<file path="config.mk">
export PLATFORM = sky130hd
export DESIGN_NAME = hk_adc_ctrl
export DESIGN_NICKNAME = d
export VERILOG_FILES = /design/src/inc/hk_pkg.sv /design/src/inc/hk_sched_if.sv /design/src/hw/hk_adc_ctrl.sv /design/src/hw/hk_sched.sv
export SDC_FILE = /design/constraint.sdc
export NUM_CORES = 1
export LEC_CHECK = 0
export BUFFER_PORTS_ARGS = -buffer_cell sky130_fd_sc_hd__buf_2
export CORE_MARGIN = 2
export CORE_UTILIZATION = 30
export CTS_CLUSTER_SIZE = 40
export DETAILED_ROUTE_END_ITERATION = 8
export GPL_ROUTABILITY_DRIVEN = 1
export PLACE_DENSITY = 0.44
export SETUP_SLACK_MARGIN = 0.4
export SLEW_MARGIN = 20
export SYNTH_ARGS = -nofsm -noshare
export SYNTH_HDL_FRONTEND = slang
export SYNTH_SLANG_ARGS = --single-unit
export TNS_END_PERCENT = 20
</file>
<file path="constraint.sdc">
create_clock -name sys_clk -period 10.6 [get_ports sys_clk]
set_clock_uncertainty 0.15 [all_clocks]
set_input_delay 2.12 -clock sys_clk [delete_from_list [all_inputs] [get_ports sys_clk]]
set_output_delay 2.12 -clock sys_clk [all_outputs]
set_load 0.02 [all_outputs]
</file>
<file path="src/inc/hk_pkg.sv">
// Constants, register map and types for the housekeeping converter control.
// Assumes one 40 MHz system clock and a byte-wide special function register port.
package hk_pkg;

    // Clock rate and the background scheduling base time.
    localparam longint HK_CLK_HZ = 40000000;
    localparam longint HK_MINUTE_S = 60;
    localparam logic [31:0] HK_MINUTE_CYCLES = 32'(HK_MINUTE_S * HK_CLK_HZ);

    // Register addresses on the special function register port.
    localparam logic [7:0] HK_ADDR_TEMP_RESULT = 8'hd7;
    localparam logic [7:0] HK_ADDR_START = 8'hd8;
    localparam logic [7:0] HK_ADDR_BATT_RESULT = 8'hdf;
    localparam logic [7:0] HK_ADDR_PWR_ENABLE = 8'hec;
    localparam logic [7:0] HK_ADDR_EXT_RESULT = 8'hef;
    localparam logic [7:0] HK_ADDR_DELTA = 8'hf3;
    localparam logic [7:0] HK_ADDR_PWR_FLAG = 8'hf8;
    localparam logic [7:0] HK_ADDR_STROBE = 8'hf9;
    localparam logic [7:0] HK_ADDR_BATT_THR = 8'hfa;

    // Field positions.
    localparam int HK_BIT_BATT_START = 0;
    localparam int HK_BIT_TEMP_START = 1;
    localparam int HK_BIT_LOW_BATT = 2;
    localparam int HK_TEMP_SEL_LSB = 0;
    localparam int HK_BATT_SEL_LSB = 2;
    localparam int HK_DELTA_LSB = 3;

    // Values after reset.
    localparam logic [7:0] HK_RST_RESULT = 8'h00;
    localparam logic [7:0] HK_RST_REG = 8'h00;

    // Delta field codes.
    localparam logic [2:0] HK_DELTA_OFF = 3'h0;
    localparam logic [2:0] HK_DELTA_ALL = 3'h7;

    // Background intervals in minutes for codes 01, 10 and 11.
    localparam logic [4:0] HK_TEMP_MIN_1 = 5'h08;
    localparam logic [4:0] HK_TEMP_MIN_2 = 5'h02;
    localparam logic [4:0] HK_TEMP_MIN_3 = 5'h01;
    localparam logic [4:0] HK_BATT_MIN_1 = 5'h10;
    localparam logic [4:0] HK_BATT_MIN_2 = 5'h04;
    localparam logic [4:0] HK_BATT_MIN_3 = 5'h01;

    // Channel indices.
    localparam int HK_CH_BATT = 0;
    localparam int HK_CH_TEMP = 1;

    typedef enum logic [1:0] {
        HK_MODE_FULL,
        HK_MODE_BATT,
        HK_MODE_SLEEP,
        HK_MODE_RSVD
    } hk_mode_t;

    typedef enum logic [1:0] {
        HK_IDLE,
        HK_REQ,
        HK_WAIT
    } hk_cstate_t;

endpackage

</file>
<file path="src/inc/hk_sched_if.sv">
// Link between the converter control and its background scheduler.
// Assumes both ends run on the same system clock.
`timescale 1ns/1ps
`default_nettype none
interface hk_sched_if;
    logic [1:0][1:0] sel;
    logic [1:0] due;
    modport ctrl (output sel, input due);
    modport sched (input sel, output due);
endinterface
`default_nettype wire

</file>
<file path="src/hw/hk_adc_ctrl.sv">
// Housekeeping converter control: temperature and battery conversions,
// background scheduling, delta and threshold checks, result registers.
// Assumes converters and power-state controller run on sys_clk.
// Operation
// - Temperature result is an 8-bit code of 0.83 degC per step.
// - Temperature start bit launches one conversion; completion interrupts with result loaded.
// - Background temperature conversions off after reset; run only with nonzero interval.
// - Background temperature interrupts when difference from last interrupting code exceeds delta.
// - Full-power mode allows single and background conversions on both channels.
// - Battery-active mode: temperature only from single start, no background.
// - Sleep measure mode: temperature only from background scheduler.
// - Temperature result loads only when a temperature interrupt is raised.
// - Temperature interrupt has no readable status flag.
// - Battery result is an 8-bit code of 14.6 mV per step.
// - Battery start bit launches one conversion; completion sets the low-battery flag with result loaded.
// - Background battery conversions recur at the battery interval field rate.
// - Battery code below threshold sets the low-battery flag.
// - Low-battery flag drives power interrupt only while its enable is set.
// - A finished single battery conversion also sets the low-battery flag.
// - Battery-active mode: battery only from single start, no background.
// - Sleep measure mode: no battery conversion at all.
// - Battery result loads only when the low-battery flag becomes set.
// - Each start bit clears itself once the converter accepts the request.
// - Temperature interval codes: off, 8, 2 and 1 minutes.
// - Delta codes: none, one to six steps, or every conversion.
`timescale 1ns/1ps
`default_nettype none
module hk_adc_ctrl
    import hk_pkg::*;
#(
    parameter logic [31:0] MINUTE_CYCLES = HK_MINUTE_CYCLES
) (
    input wire logic sys_clk,
    input wire logic resetn,
    input wire logic [1:0] power_mode,
    input wire logic [7:0] sfr_addr,
    input wire logic sfr_wr,
    input wire logic sfr_rd,
    input wire logic [7:0] sfr_wdata,
    output logic [7:0] sfr_rdata,
    output logic batt_conv_req,
    input wire logic batt_conv_ack,
    input wire logic batt_conv_done,
    input wire logic [7:0] batt_conv_code,
    output logic temp_conv_req,
    input wire logic temp_conv_ack,
    input wire logic temp_conv_done,
    input wire logic [7:0] temp_conv_code,
    input wire logic ext_result_load,
    input wire logic [7:0] ext_result_code,
    output logic temp_irq,
    output logic power_supply_monitor_irq
);

    ////////////////////////////////////////////////////////////////////////
    hk_sched_if sif ();

    hk_sched #(
        .MINUTE_CYCLES(MINUTE_CYCLES)
    ) u_sched (
        .sys_clk(sys_clk),
        .resetn(resetn),
        .sif(sif)
    );

    ////////////////////////////////////////////////////////////////////////
    // Software-visible registers.
    logic [1:0] start_q, start_d;
    logic [3:0] strobe_q, strobe_d;
    logic [5:0] delta_q, delta_d;
    logic [7:0] thr_q, thr_d;
    logic low_batt_flag_q, low_batt_flag_d;
    logic low_batt_enable_q, low_batt_enable_d;
    logic [7:0] temperature_result_q, temperature_result_d;
    logic [7:0] battery_result_q, battery_result_d;
    logic [7:0] ext_voltage_result_q, ext_voltage_result_d;
    logic [7:0] last_temp_q, last_temp_d;
    logic temp_irq_q, temp_irq_d;
    logic [7:0] rdata_q, rdata_d;

    logic [1:0] conv_ack, conv_done, conv_req, accept_single, fin, fin_single;
    logic [1:0] single_ok, bg_ok;
    logic [7:0] conv_code [2];
    logic [2:0] temp_delta_field;
    logic [8:0] temp_sub;
    logic [7:0] temp_abs;
    logic temp_fire, batt_set;

    assign conv_ack = {temp_conv_ack, batt_conv_ack};
    assign conv_done = {temp_conv_done, batt_conv_done};
    assign conv_code[HK_CH_BATT] = batt_conv_code;
    assign conv_code[HK_CH_TEMP] = temp_conv_code;
    assign batt_conv_req = conv_req[HK_CH_BATT];
    assign temp_conv_req = conv_req[HK_CH_TEMP];
    assign sif.sel[HK_CH_TEMP] = strobe_q[HK_TEMP_SEL_LSB +: 2];
    assign sif.sel[HK_CH_BATT] = strobe_q[HK_BATT_SEL_LSB +: 2];
    assign temp_delta_field = delta_q[HK_DELTA_LSB +: 3];

    ////////////////////////////////////////////////////////////////////////
    // Which start sources each power mode admits.
    always_comb begin
        single_ok = 2'b00;
        bg_ok = 2'b00;
        case (hk_mode_t'(power_mode))
            HK_MODE_FULL: begin
                single_ok = 2'b11;
                bg_ok = 2'b11;
            end
            HK_MODE_BATT: begin
                single_ok = 2'b11;
                bg_ok = 2'b00;
            end
            HK_MODE_SLEEP: begin
                single_ok = 2'b00;
                bg_ok = 2'b10;
            end
            default: begin
                single_ok = 2'b00;
                bg_ok = 2'b00;
            end
        endcase
    end

    ////////////////////////////////////////////////////////////////////////
    // One request/accept/done sequencer per converter.
    for (genvar c = 0; c < 2; c++) begin : g_ch
        hk_cstate_t st_q, st_d;
        logic single_q, single_d;
        logic bg_q, bg_d;

        // A background slot that falls due during a busy or barred period is
        // kept only if the mode admits it; it is served once when idle.
        always_comb begin
            st_d = st_q;
            single_d = single_q;
            bg_d = bg_q | (sif.due[c] & bg_ok[c]);
            case (st_q)
                HK_IDLE: begin
                    if (start_q[c] && single_ok[c]) begin
                        st_d = HK_REQ;
                        single_d = 1'b1;
                    end else if (bg_q && bg_ok[c]) begin
                        st_d = HK_REQ;
                        single_d = 1'b0;
                        bg_d = sif.due[c] & bg_ok[c];
                    end
                end
                HK_REQ: begin
                    if (conv_ack[c]) begin
                        st_d = HK_WAIT;
                    end
                end
                HK_WAIT: begin
                    if (conv_done[c]) begin
                        st_d = HK_IDLE;
                    end
                end
                default: begin
                    st_d = HK_IDLE;
                end
            endcase
        end

        always_ff @(posedge sys_clk) begin
            if (!resetn) begin
                st_q <= HK_IDLE;
                single_q <= 1'b0;
                bg_q <= 1'b0;
            end else begin
                st_q <= st_d;
                single_q <= single_d;
                bg_q <= bg_d;
            end
        end

        assign conv_req[c] = (st_q == HK_REQ);
        assign accept_single[c] = (st_q == HK_REQ) && conv_ack[c] && single_q;
        assign fin[c] = (st_q == HK_WAIT) && conv_done[c];
        assign fin_single[c] = single_q;
    end

    ////////////////////////////////////////////////////////////////////////
    // Result evaluation and register updates.
    always_comb begin
        temp_sub = {1'b0, conv_code[HK_CH_TEMP]} - {1'b0, last_temp_q};
        temp_abs = temp_sub[8] ? 8'(~temp_sub[7:0] + 8'h1) : temp_sub[7:0];
        temp_fire = fin[HK_CH_TEMP] && (fin_single[HK_CH_TEMP] ||
            (temp_delta_field == HK_DELTA_ALL) ||
            ((temp_delta_field != HK_DELTA_OFF) && (temp_abs > 8'(temp_delta_field))));
        batt_set = fin[HK_CH_BATT] && (fin_single[HK_CH_BATT] ||
            (conv_code[HK_CH_BATT] < thr_q));
    end

    always_comb begin
        start_d = start_q & ~accept_single;
        strobe_d = strobe_q;
        delta_d = delta_q;
        thr_d = thr_q;
        low_batt_enable_d = low_batt_enable_q;
        low_batt_flag_d = low_batt_flag_q;
        if (sfr_wr) begin
            case (sfr_addr)
                HK_ADDR_START: start_d = start_d | sfr_wdata[1:0];
                HK_ADDR_STROBE: strobe_d = sfr_wdata[3:0];
                HK_ADDR_DELTA: delta_d = sfr_wdata[5:0];
                HK_ADDR_BATT_THR: thr_d = sfr_wdata;
                HK_ADDR_PWR_ENABLE: low_batt_enable_d = sfr_wdata[HK_BIT_LOW_BATT];
                HK_ADDR_PWR_FLAG: begin
                    if (!sfr_wdata[HK_BIT_LOW_BATT]) begin
                        low_batt_flag_d = 1'b0;
                    end
                end
                default: begin
                end
            endcase
        end
        // A threshold event in the cycle of a software clear still sets the flag.
        if (batt_set) begin
            low_batt_flag_d = 1'b1;
        end
        temperature_result_d = temp_fire ? temp_conv_code : temperature_result_q;
        last_temp_d = temp_fire ? temp_conv_code : last_temp_q;
        battery_result_d = batt_set ? batt_conv_code : battery_result_q;
        ext_voltage_result_d = ext_result_load ? ext_result_code : ext_voltage_result_q;
        temp_irq_d = temp_fire;
    end

    always_comb begin
        rdata_d = rdata_q;
        if (sfr_rd) begin
            case (sfr_addr)
                HK_ADDR_TEMP_RESULT: rdata_d = temperature_result_q;
                HK_ADDR_BATT_RESULT: rdata_d = battery_result_q;
                HK_ADDR_EXT_RESULT: rdata_d = ext_voltage_result_q;
                HK_ADDR_START: rdata_d = {6'h0, start_q};
                HK_ADDR_STROBE: rdata_d = {4'h0, strobe_q};
                HK_ADDR_DELTA: rdata_d = {2'h0, delta_q};
                HK_ADDR_BATT_THR: rdata_d = thr_q;
                HK_ADDR_PWR_ENABLE: rdata_d = {5'h0, low_batt_enable_q, 2'h0};
                HK_ADDR_PWR_FLAG: rdata_d = {5'h0, low_batt_flag_q, 2'h0};
                default: rdata_d = 8'h00;
            endcase
        end
    end

    always_ff @(posedge sys_clk) begin
        if (!resetn) begin
            start_q <= 2'h0;
            strobe_q <= 4'h0;
            delta_q <= 6'h0;
            thr_q <= HK_RST_REG;
            low_batt_enable_q <= 1'b0;
            low_batt_flag_q <= 1'b0;
            temperature_result_q <= HK_RST_RESULT;
            last_temp_q <= HK_RST_RESULT;
            battery_result_q <= HK_RST_RESULT;
            ext_voltage_result_q <= HK_RST_RESULT;
            temp_irq_q <= 1'b0;
            rdata_q <= HK_RST_REG;
        end else begin
            start_q <= start_d;
            strobe_q <= strobe_d;
            delta_q <= delta_d;
            thr_q <= thr_d;
            low_batt_enable_q <= low_batt_enable_d;
            low_batt_flag_q <= low_batt_flag_d;
            temperature_result_q <= temperature_result_d;
            last_temp_q <= last_temp_d;
            battery_result_q <= battery_result_d;
            ext_voltage_result_q <= ext_voltage_result_d;
            temp_irq_q <= temp_irq_d;
            rdata_q <= rdata_d;
        end
    end

    assign sfr_rdata = rdata_q;
    assign temp_irq = temp_irq_q;
    assign power_supply_monitor_irq = low_batt_flag_q & low_batt_enable_q;
endmodule
`default_nettype wire

</file>
<file path="src/hw/hk_sched.sv">
// Background scheduler: a minute divider and one interval counter per channel.
// Assumes the interval selects are static registers on the same clock.
`timescale 1ns/1ps
`default_nettype none
module hk_sched
    import hk_pkg::*;
#(
    parameter logic [31:0] MINUTE_CYCLES = HK_MINUTE_CYCLES
) (
    input wire logic sys_clk,
    input wire logic resetn,
    hk_sched_if.sched sif
);

    ////////////////////////////////////////////////////////////////////////
    logic [31:0] div_q;
    logic [31:0] div_d;
    logic tick;

    always_comb begin
        tick = (div_q == MINUTE_CYCLES - 32'h1);
        div_d = tick ? 32'h0 : div_q + 32'h1;
    end

    always_ff @(posedge sys_clk) begin
        if (!resetn) begin
            div_q <= 32'h0;
        end else begin
            div_q <= div_d;
        end
    end

    ////////////////////////////////////////////////////////////////////////
    function automatic logic [4:0] minutes(input int ch, input logic [1:0] sel);
        logic [4:0] m;
        m = 5'h0;
        case (sel)
            2'h1: m = (ch == HK_CH_TEMP) ? HK_TEMP_MIN_1 : HK_BATT_MIN_1;
            2'h2: m = (ch == HK_CH_TEMP) ? HK_TEMP_MIN_2 : HK_BATT_MIN_2;
            2'h3: m = (ch == HK_CH_TEMP) ? HK_TEMP_MIN_3 : HK_BATT_MIN_3;
            default: m = 5'h0;
        endcase
        return m;
    endfunction

    for (genvar c = 0; c < 2; c++) begin : g_ch
        logic [4:0] min_q;
        logic [4:0] min_d;
        logic due_d;
        logic due_q;

        // A zero select clears the counter, but the divider runs on, so the first interval after an enable can be up to a minute short.
        always_comb begin
            min_d = min_q;
            due_d = 1'b0;
            if (sif.sel[c] == 2'h0) begin
                min_d = 5'h0;
            end else if (tick) begin
                if (min_q + 5'h1 >= minutes(c, sif.sel[c])) begin
                    min_d = 5'h0;
                    due_d = 1'b1;
                end else begin
                    min_d = min_q + 5'h1;
                end
            end
        end

        always_ff @(posedge sys_clk) begin
            if (!resetn) begin
                min_q <= 5'h0;
                due_q <= 1'b0;
            end else begin
                min_q <= min_d;
                due_q <= due_d;
            end
        end

        assign sif.due[c] = due_q;
    end

endmodule
`default_nettype wire

</file>
# Word-level counts from Yosys, hierarchy flattened
# Index checks and enable logic that the tools add are counted.
[totals]
regBits = 107
latch_bits = 0
ram_bits = 0
romBits = 0
memories = 0
[classes]
n_addsub = 5
multipliers = 0
n_div = 0
n_lt_le_gt_ge = 4
n_eq_ne = 30
shifts = 0
mux = 40
n_bitwise = 11
n_reduce_logical = 41
[op_table]
columns = ["op", "n"]
rows = [
  ["$eq A8 B8 Y1 const B", 9],
  ["$pmux W8 S9", 1],
  ["$add A32 B1 Y32 const B", 1],
  ["$eq A32 B32 Y1 const B", 1],
  ["$mux W5", 6],
  ["$mux W2", 11],
  ["$mux W1", 16],
  ["$pmux W5 S3", 1],
  ["$eq A2 B2 Y1 const B", 7],
  ["$logic_and A1 B1 Y1", 13],
  ["$pmux W2 S3", 2],
  ["$pmux W4 S3", 1],
  ["$reduce_and A2 Y1", 6],
  ["$add A5 B1 Y5 const B", 2],
  ["$eq A2 B1 Y1 const B", 5],
  ["$ge A5 B5 Y1", 2],
  ["$logic_not A2 Y1", 5],
  ["$reduce_and A3 Y1", 3],
  ["$sub A8 B8 Y9", 1],
  ["$add A8 B1 Y8 const B", 1],
  ["$gt A8 B3 Y1", 1],
  ["$lt A8 B8 Y1", 1],
  ["$mux W8", 1],
  ["$not A8 Y8", 1],
  ["other kinds (16)", 33],
]

# Longest topological paths before layout
# Gate-level depths: netlist of run 1.
[depth]
depth_word = 8
depth_mapped = 18
ltp_nobuf = 16

# Modules after synthesis
# A second synthesis of run 1 with hierarchy kept.
[hier_totals]
cells_unflattened = 712
area_unflattened_um2 = 5899.4
[modules_own_cells]
columns = ["module", "instances", "cells_each", "area_each_um2"]
rows = [
  ["hk_adc_ctrl", 1, 454, 3624.7],
  ["hk_sched", 1, 258, 2274.7],
]

# Worst setup path after synthesis of run 1
# OpenSTA, ideal clock, no wires.
[synth_path]
kind = "input-to-reg"
from = "input temp_conv_code[0]"
to = "register temp_irq_q, in the netlist temp_irq"
arrival_ps = 5227
path_slack_ps = 5108
cell_stages = 18
cell_sequence = "inv_1 ha_1 inv_1 fa_1 a21oi_2 o22ai_1 o41a_1 clkbuf_1 mux2_2 ha_1 a21o_1 a21oi_1 a31oi_1 a311oi_1 and4_1 o211ai_2 buf_6 and2_1"
[synth_between]
elab_chain_len = 8
[synth_lines]
columns = ["item", "line", "text"]
rows = [
  ["start: declaration", "hk_adc_ctrl.sv:48", "input wire logic [7:0] temp_conv_code,"],
  ["$sub A8 B8 Y9 (*)", "hk_adc_ctrl.sv:185", "temp_sub = {1'b0, conv_code[HK_CH_TEMP]} - {1'b0, last_temp_q};"],
  ["$not A8 Y8", "hk_adc_ctrl.sv:186", "temp_abs = temp_sub[8] ? 8'(~temp_sub[7:0] + 8'h1) : temp_sub[7:0];"],
  ["$add A8 B1 Y8", "hk_adc_ctrl.sv:186", ""],
  ["$mux W8 (*)", "hk_adc_ctrl.sv:186", ""],
  ["$gt A8 B3 Y1 (*)", "hk_adc_ctrl.sv:189", "((temp_delta_field != HK_DELTA_OFF) && (temp_abs > 8'(temp_delta_field))));"],
  ["$logic_and A1 B1 Y1 (*)", "hk_adc_ctrl.sv:189", ""],
  ["$logic_or A1 B1 Y1 (*)", "hk_adc_ctrl.sv:188", "(temp_delta_field == HK_DELTA_ALL) ||"],
  ["$logic_and A1 B1 Y1 (*)", "hk_adc_ctrl.sv:187", "temp_fire = fin[HK_CH_TEMP] && (fin_single[HK_CH_TEMP] ||"],
  ["end signal: assignment", "hk_adc_ctrl.sv:271", "temp_irq_q <= temp_irq_d;"],
  ["end: declaration", "hk_adc_ctrl.sv:78", "logic temp_irq_q, temp_irq_d;"],
]
# Mark *: on every way between the ends. The rest lies on a longest branch, timed or not.
# A chain may end at the register's enable or synchronous reset.

# Worst setup path in the final report of run 1
# Same ends and word-level chain as after synthesis.

==> results of run 1 <==
## power breakdown
group / switching [mW] / total [mW] / internal [mW]
sequential: 0.00270 / 0.407 / 0.404
clock: 0.158 / 0.326 / 0.168
combinational: 0.0412 / 0.0683 / 0.0271
total: 0.202 / 0.802 / 0.600
## cell families after synthesis
kind of cell               after synthesis
and+or+nand+nor                        308
AOI/OAI and AO/OA                      143
DFF                                    107
buffers and inverters                   58
xor gates and xnor gates                41
adders and majority gates               29
muxes                                   26
## flip-flops by register name (all words and copies together), names as in the netlist, named ones only
name,cells
low_batt_enable_q,1
ext_voltage_result_q,8
strobe_q,4
u_sched.g_ch.min_q,10
start_q,2
low_batt_flag_q,1
delta_q,6
battery_result_q,8
thr_q,8
g_ch.st_q,4
u_sched.g_ch.due_q,2
sfr_rdata,8
g_ch.single_q,2
last_temp_q,8
temp_irq,1
u_sched.div_q,32
## per-layer routing
| layer | GRT usage, % | routed length, um |
|---|---|---|
| met5 | 0 | 0 |
| met4 | 4.59 | 254 |
| met3 | 3.72 | 684 |
| met2 | 27.4 | 7610 |
| met1 | 20.1 | 7510 |
## metrics by stage
stage                     hold slack, ns  cell area [sq um]
after global routing               0.326               6640
after CTS                          0.306               6640
after floorplan                    0.268               5800
after global placement             0.277               6350
final                              0.303               6640
after detailed placement           0.294               6350
## path summary, 6_finish.rpt
check / start / to / slack, ns / cells after the start
worst min register to register: u_sched.div_q[0]$_SDFF_PP0_ / u_sched.div_q[0]$_SDFF_PP0_ / 0.30 / 1
worst min-delay path: u_sched.div_q[0]$_SDFF_PP0_ / u_sched.div_q[0]$_SDFF_PP0_ / 0.30 / 1
worst max-delay path: temp_conv_code[0] / temp_irq$_SDFF_PN0_ / 4.95 / 17
worst max register to register: last_temp_q[0]$_SDFFE_PN0P_ / temp_irq$_SDFF_PN0_ / 6.43 / 15
## final cells by class
cell class / count / area, sq um
clock buffer: 10 / 239
clock inverter: 6 / 48.8
timing repair buffer: 64 / 325
sequential: 107 / 2140
tap: 260 / 325
inverter: 32 / 120
antenna: 3 / 7.51
fill: 1991 / 12200
multi-input combinational: 547 / 3440
## layout by cell type, fill, tap and decap left out, drive strengths merged, types with 3 or more instances in the layout
master | synthesis | layout
dfxtp | 107 | 107
a221oi | 5 | 5
nor3b | 4 | 4
nor4 | 3 | 3
a22oi | 7 | 7
xor2 | 21 | 21
clkbuf | 24 | 10
o21ai | 23 | 23
a31o | 3 | 3
or4 | 5 | 5
o22ai | 6 | 6
mux2i | 24 | 24
nand2 | 77 | 77
a21oi | 55 | 55
nor2 | 84 | 84
buf | 2 | 64
nand4 | 7 | 7
and4 | 3 | 3
nor2b | 9 | 9
clkinv | 0 | 5
nand4b | 3 | 3
or3 | 5 | 5
a21o | 11 | 11
a31oi | 4 | 4
ha | 28 | 28
diode | 0 | 3
and3 | 12 | 12
a222oi | 6 | 6
nand2b | 16 | 16
nand3b | 3 | 3
and2 | 6 | 6
nor3 | 18 | 18
inv | 32 | 33
xnor2 | 20 | 20
nand3 | 47 | 47
==> flow_metrics.env, run 1 <==
export IMPL_outcome="finished clean"
export IMPL_synth_xor_area_share_pct=6.19
export IMPL_synth_cell_types=62
export IMPL_synth_warnings=0
export IMPL_hold_viol=0
export IMPL_post_cts_buffers=0
export IMPL_fmaxAchievable_mhz=177
export IMPL_rsz0062_at_grt="no"
export IMPL_drc=0
export IMPL_dp_hpwl_mm=12.3
export IMPL_die_width_um=143
export IMPL_ys_top_cells_by_area="dfxtp_1, ha_1, nor2_1"
export IMPL_max_stage_delay_ns=0.45
export IMPL_ys_seq_area_share_pct=36.9
export IMPL_grt_ovfl_total=0
export IMPL_cts_root_buf="clkbuf_16"
export IMPL_tightest_slew_ns=1.04
export IMPL_finalSetupViolations=0
export IMPL_start_kind="primary input"
export IMPL_synth_flop_cell="dfxtp_1"
export IMPL_insertion_delay_ns=0.35
export IMPL_nets=841
export IMPL_cts_tree="yes"
export IMPL_cts_resized=0
export IMPL_ctsHoldBuffers=0
export IMPL_design_core_area_sq_um=18800
export IMPL_die_y_um=143
export IMPL_final_util_pct=35.3
export IMPL_critical_path_top_delay_family="compound AO/OA/AOI/OAI gates"
export IMPL_antenna_found_initial=2
export IMPL_final_period_utilization_pct=53.3
export IMPL_drive_gt1_share_pct=12.3
export IMPL_port_buffers=62
export IMPL_wl_per_cell_um=15.6
export IMPL_syn_area_sq_um=5800
export IMPL_crit_fanout=9
export IMPL_arrival_ns=5.75
export IMPL_power_density_nw_per_um2=121
export IMPL_slew_viol_final=0
export IMPL_peakVddDrop_mv=0.0751
export IMPL_drt_pass1_iter_count=4
export IMPL_drtIter0Drc=294
export IMPL_initial_utilization_pct=30.8
export IMPL_setup_tns_ns=0
export IMPL_hp_class="flop to flop"
export IMPL_cts_buffers=9
export IMPL_synth_commonest_cells="dfxtp_1, nor2_1, nand2_1"
export IMPL_cts_sinks=107
export IMPL_via_per_inst=5.05
export IMPL_ant_nets=0
export IMPL_critical_path_class="primary input to flop"
export IMPL_leakagePower_nw=2.36
export IMPL_ys_seq_elements=107
export IMPL_yosysMostFrequentCell="dfxtp_1"
export IMPL_synthMuxAreaShare_pct=4.53
export IMPL_total_power_mw=0.802
export IMPL_cp_required_ns=10.70
export IMPL_fin_ws_ns=4.95
export IMPL_grt_max_degree=54
export IMPL_dieArea_sq_um=20500
export IMPL_synth_top_family_by_area="simple AND/OR/NAND/NOR gates"
export IMPL_syn2layout_area_growth_pct=14.5
export IMPL_rows=50
export IMPL_synth_simple_gate_area_share_pct=25.7
export IMPL_grt_usage_pct=16.0
export IMPL_dp_cells=1010
export IMPL_htree_levels=3
export IMPL_critPathSlowestCell="o41a_1"
export IMPL_synth_top_area_share_pct=36.9
export IMPL_vias=5192
export IMPL_synthAdderAreaFrac_pct=6.38
export IMPL_clockBufferDepth=2
export IMPL_fin_crit_ns=5.65
export IMPL_synth_edf_count=0
export IMPL_grt_pass1_wl_mm=25.7
export IMPL_dp_slack_ns=4.57
export IMPL_cts_clk_slew_worst_paths_ns=0.08
export IMPL_yosys_area_top_type="dfxtp_1"
export IMPL_syn_inst=712
export IMPL_drv_cap=0
export IMPL_synth_compound_area_share_pct=16.4
export IMPL_fin_cells=1029
export IMPL_routed_wl_mm=16.1
export IMPL_critPathCaptureType="flop"
export IMPL_pin_count=63
export IMPL_worstPathBufferInverterCount=3
export IMPL_worstPathCellList="buf_2 > inv_1 > ha_1 > inv_1 > fa_1 > a21oi_2 > o22ai_1 > o41a_1 > mux2_2 > ha_1 > a21o_1 > a21oi_1 > a31oi_1 > a311oi_1 > and4_1 > o211ai_2 > and2_1"
export IMPL_grt_pass1_vias=5026
export IMPL_routabilityCongestion=0.832
export IMPL_maxSlewHeadroom_pct=30.2
export IMPL_synth_avg_cell_area_sq_um=8.15
export IMPL_async_flop_share_pct=0
export IMPL_syn_nets=792
Power figures use the tool's default switching activity.
==> run 2: changes to the inputs <==
--- a/config.mk
+++ b/config.mk
@@ -11,7 +11,7 @@
 export CTS_CLUSTER_SIZE = 40
 export DETAILED_ROUTE_END_ITERATION = 8
 export GPL_ROUTABILITY_DRIVEN = 1
-export PLACE_DENSITY = 0.44
+export PLACE_DENSITY = 0.46
 export SETUP_SLACK_MARGIN = 0.4
 export SLEW_MARGIN = 20
 export SYNTH_ARGS = -nofsm -noshare
==> constraint.sdc (replaced) <==
create_clock -name sys_clk -period 5 [get_ports sys_clk]
set_clock_uncertainty 0.15 [all_clocks]
set_input_delay 1 -clock sys_clk [delete_from_list [all_inputs] [get_ports sys_clk]]
set_output_delay 1 -clock sys_clk [all_outputs]
set_load 0.02 [all_outputs]
==> run 2 against run 1 <==
  * Cell area barely moved
  * Sequential cell count did not move
  * Die area did not move
  * Critical path depth did not move
  * First-iteration DRC count rose by 8.5%
  * Final cell count barely moved
  * Critical endpoint unchanged
  * Utilization barely moved
==> flow_metrics.env, run 2 (synthesis gave the netlist of run 1 again) <==
export IMPL_largest_reg_flops=32
export IMPL_die_width_um=143
export IMPL_maxSlewHeadroom_pct=31.7
export IMPL_rows=50
export IMPL_outcome="finished clean"
export IMPL_port_buffers=62
export IMPL_worstPathCellList="buf_2 > inv_1 > ha_1 > inv_1 > fa_1 > a21oi_2 > o22ai_1 > o41a_1 > mux2_2 > ha_1 > a21o_1 > a21oi_1 > a31oi_1 > a311oi_1 > and4_1 > o211ai_4 > and2_1"
export IMPL_arrival_ns=4.45
export IMPL_critical_path_top_delay_family="compound AO/OA/AOI/OAI gates"
export IMPL_max_stage_delay_ns=0.43
export IMPL_power_density_nw_per_um2=252
export IMPL_cts_resized=0
export IMPL_nets=842
export IMPL_dp_slack_ns=0.122
export IMPL_cts_root_buf="clkbuf_16"
export IMPL_setup_tns_ns=0
export IMPL_insertion_delay_ns=0.35
export IMPL_cts_tree="yes"
export IMPL_drtIter0Drc=319
export IMPL_cts_sinks=107
export IMPL_ctsHoldBuffers=0
export IMPL_finalSetupViolations=0
export IMPL_dp_hpwl_mm=12.1
export IMPL_peakVddDrop_mv=0.152
export IMPL_final_cell_mix="dfxtp_1, nor2_1, nand2_1"
export IMPL_grt_ovfl_total=0
export IMPL_critical_path_class="primary input to flop"
export IMPL_antenna_found_initial=0
export IMPL_critPathSlowestCell="fa_1"
export IMPL_ant_nets=0
export IMPL_drive_gt1_share_pct=12.3
export IMPL_clockBufferDepth=2
export IMPL_drc=0
export IMPL_fin_ws_ns=0.648
export IMPL_critPathCaptureType="flop"
export IMPL_cts_buffers=9
export IMPL_grt_max_degree=54
export IMPL_crit_fanout=9
export IMPL_vias=5192
export IMPL_slew_viol_final=0
export IMPL_leakagePower_nw=2.35
export IMPL_drv_cap=0
export IMPL_reg_largest_list="u_sched.div_q (32), u_sched.g_ch.min_q (10)"
export IMPL_total_power_mw=1.68
export IMPL_drt_pass1_iter_count=5
export IMPL_cts_clk_slew_worst_paths_ns=0.07
export IMPL_hp_class="flop to flop"
export IMPL_grt_usage_pct=16.0
export IMPL_grt_pass1_vias=5038
export IMPL_hold_viol=0
export IMPL_post_cts_buffers=0
export IMPL_final_period_utilization_pct=87.0
export IMPL_die_y_um=143
export IMPL_fin_crit_ns=4.35
export IMPL_htree_levels=3
export IMPL_final_common_cell="dfxtp_1"
export IMPL_dieArea_sq_um=20500
export IMPL_design_core_area_sq_um=18800
export IMPL_tightest_slew_ns=1.02
export IMPL_routabilityCongestion=0.794
export IMPL_rsz0062_at_grt="no"
export IMPL_start_kind="primary input"
export IMPL_worstPathBufferInverterCount=3
export IMPL_whs_ns=0.300
export IMPL_routed_wl_mm=15.9
export IMPL_grt_pass1_wl_mm=25.4
export IMPL_fmaxAchievable_mhz=230
export IMPL_cp_required_ns=5.10
export IMPL_wl_per_cell_um=15.4
export IMPL_regMostFlops="u_sched.div_q"
export IMPL_via_per_inst=5.05
export IMPL_initial_utilization_pct=30.8
export IMPL_syn2layout_area_growth_pct=14.4
export IMPL_pin_count=63
==> run 2: cell types whose count changed in the layout (fill, tap and decap cells not counted) <==
| cell | change |
|---|---|
| clkinv_4 | -2 |
| clkinvlp_4 | +2 |
| diode_2 | -2 |
| buf_4 | +1 |
| clkbuf_1 | +1 |
| clkbuf_8 | -1 |
| clkinv_2 | +1 |
| inv_6 | -1 |
| o211ai_2 | -1 |
| o211ai_4 | +1 |
==> run 2: through the flow <==
step	cells	utilization, %	instance area [sq um]
6_report	1028	35.3	6640
3_3_place_gp	1011	33.8	6360
3_5_place_dp	1011	33.8	6360
5_1_grt	1027	35.2	6640
2_1_floorplan	712	-	5800
4_1_cts	1027	35.2	6630
==> run 2: area by class of cell <==
| cell class | instances | area [sq um] |
|---|---|---|
| repair buffers | 65 | 333 |
| fillers | 1988 | 12200 |
| multi-input cells | 547 | 3440 |
| diodes | 1 | 2.50 |
| flip-flops and latches | 107 | 2140 |
| well taps | 260 | 325 |
| inverters | 32 | 120 |
| clock inverters | 6 | 42.5 |
| clock buffers | 10 | 229 |
==> run 2: final timing paths <==
path | depth (start not counted) | to | start | slack (ns)
worst max-delay path | 17 | temp_irq$_SDFF_PN0_ | temp_conv_code[0] | 0.65
worst min-delay path | 1 | u_sched.div_q[0]$_SDFF_PP0_ | u_sched.div_q[0]$_SDFF_PP0_ | 0.30
worst max register to register | 15 | temp_irq$_SDFF_PN0_ | last_temp_q[0]$_SDFFE_PN0P_ | 1.05
worst min register to register | 1 | u_sched.div_q[0]$_SDFF_PP0_ | u_sched.div_q[0]$_SDFF_PP0_ | 0.30
==> run 2: per-layer routing <==
metal | up-vias | track usage, % | routed length, um
met3 | 14 | 3.32 | 645
met1 | 2457 | 20.3 | 7380
li1 | 2618 | - | -
met5 | - | 0 | 0
met4 | 0 | 4.17 | 202
met2 | 103 | 27.5 | 7650
==> run 2: power breakdown <==
part           total, mW  internal, mW  switching (mW)
sequential         0.865         0.858         0.00743
combinational      0.145        0.0581          0.0867
clock              0.665         0.338           0.327
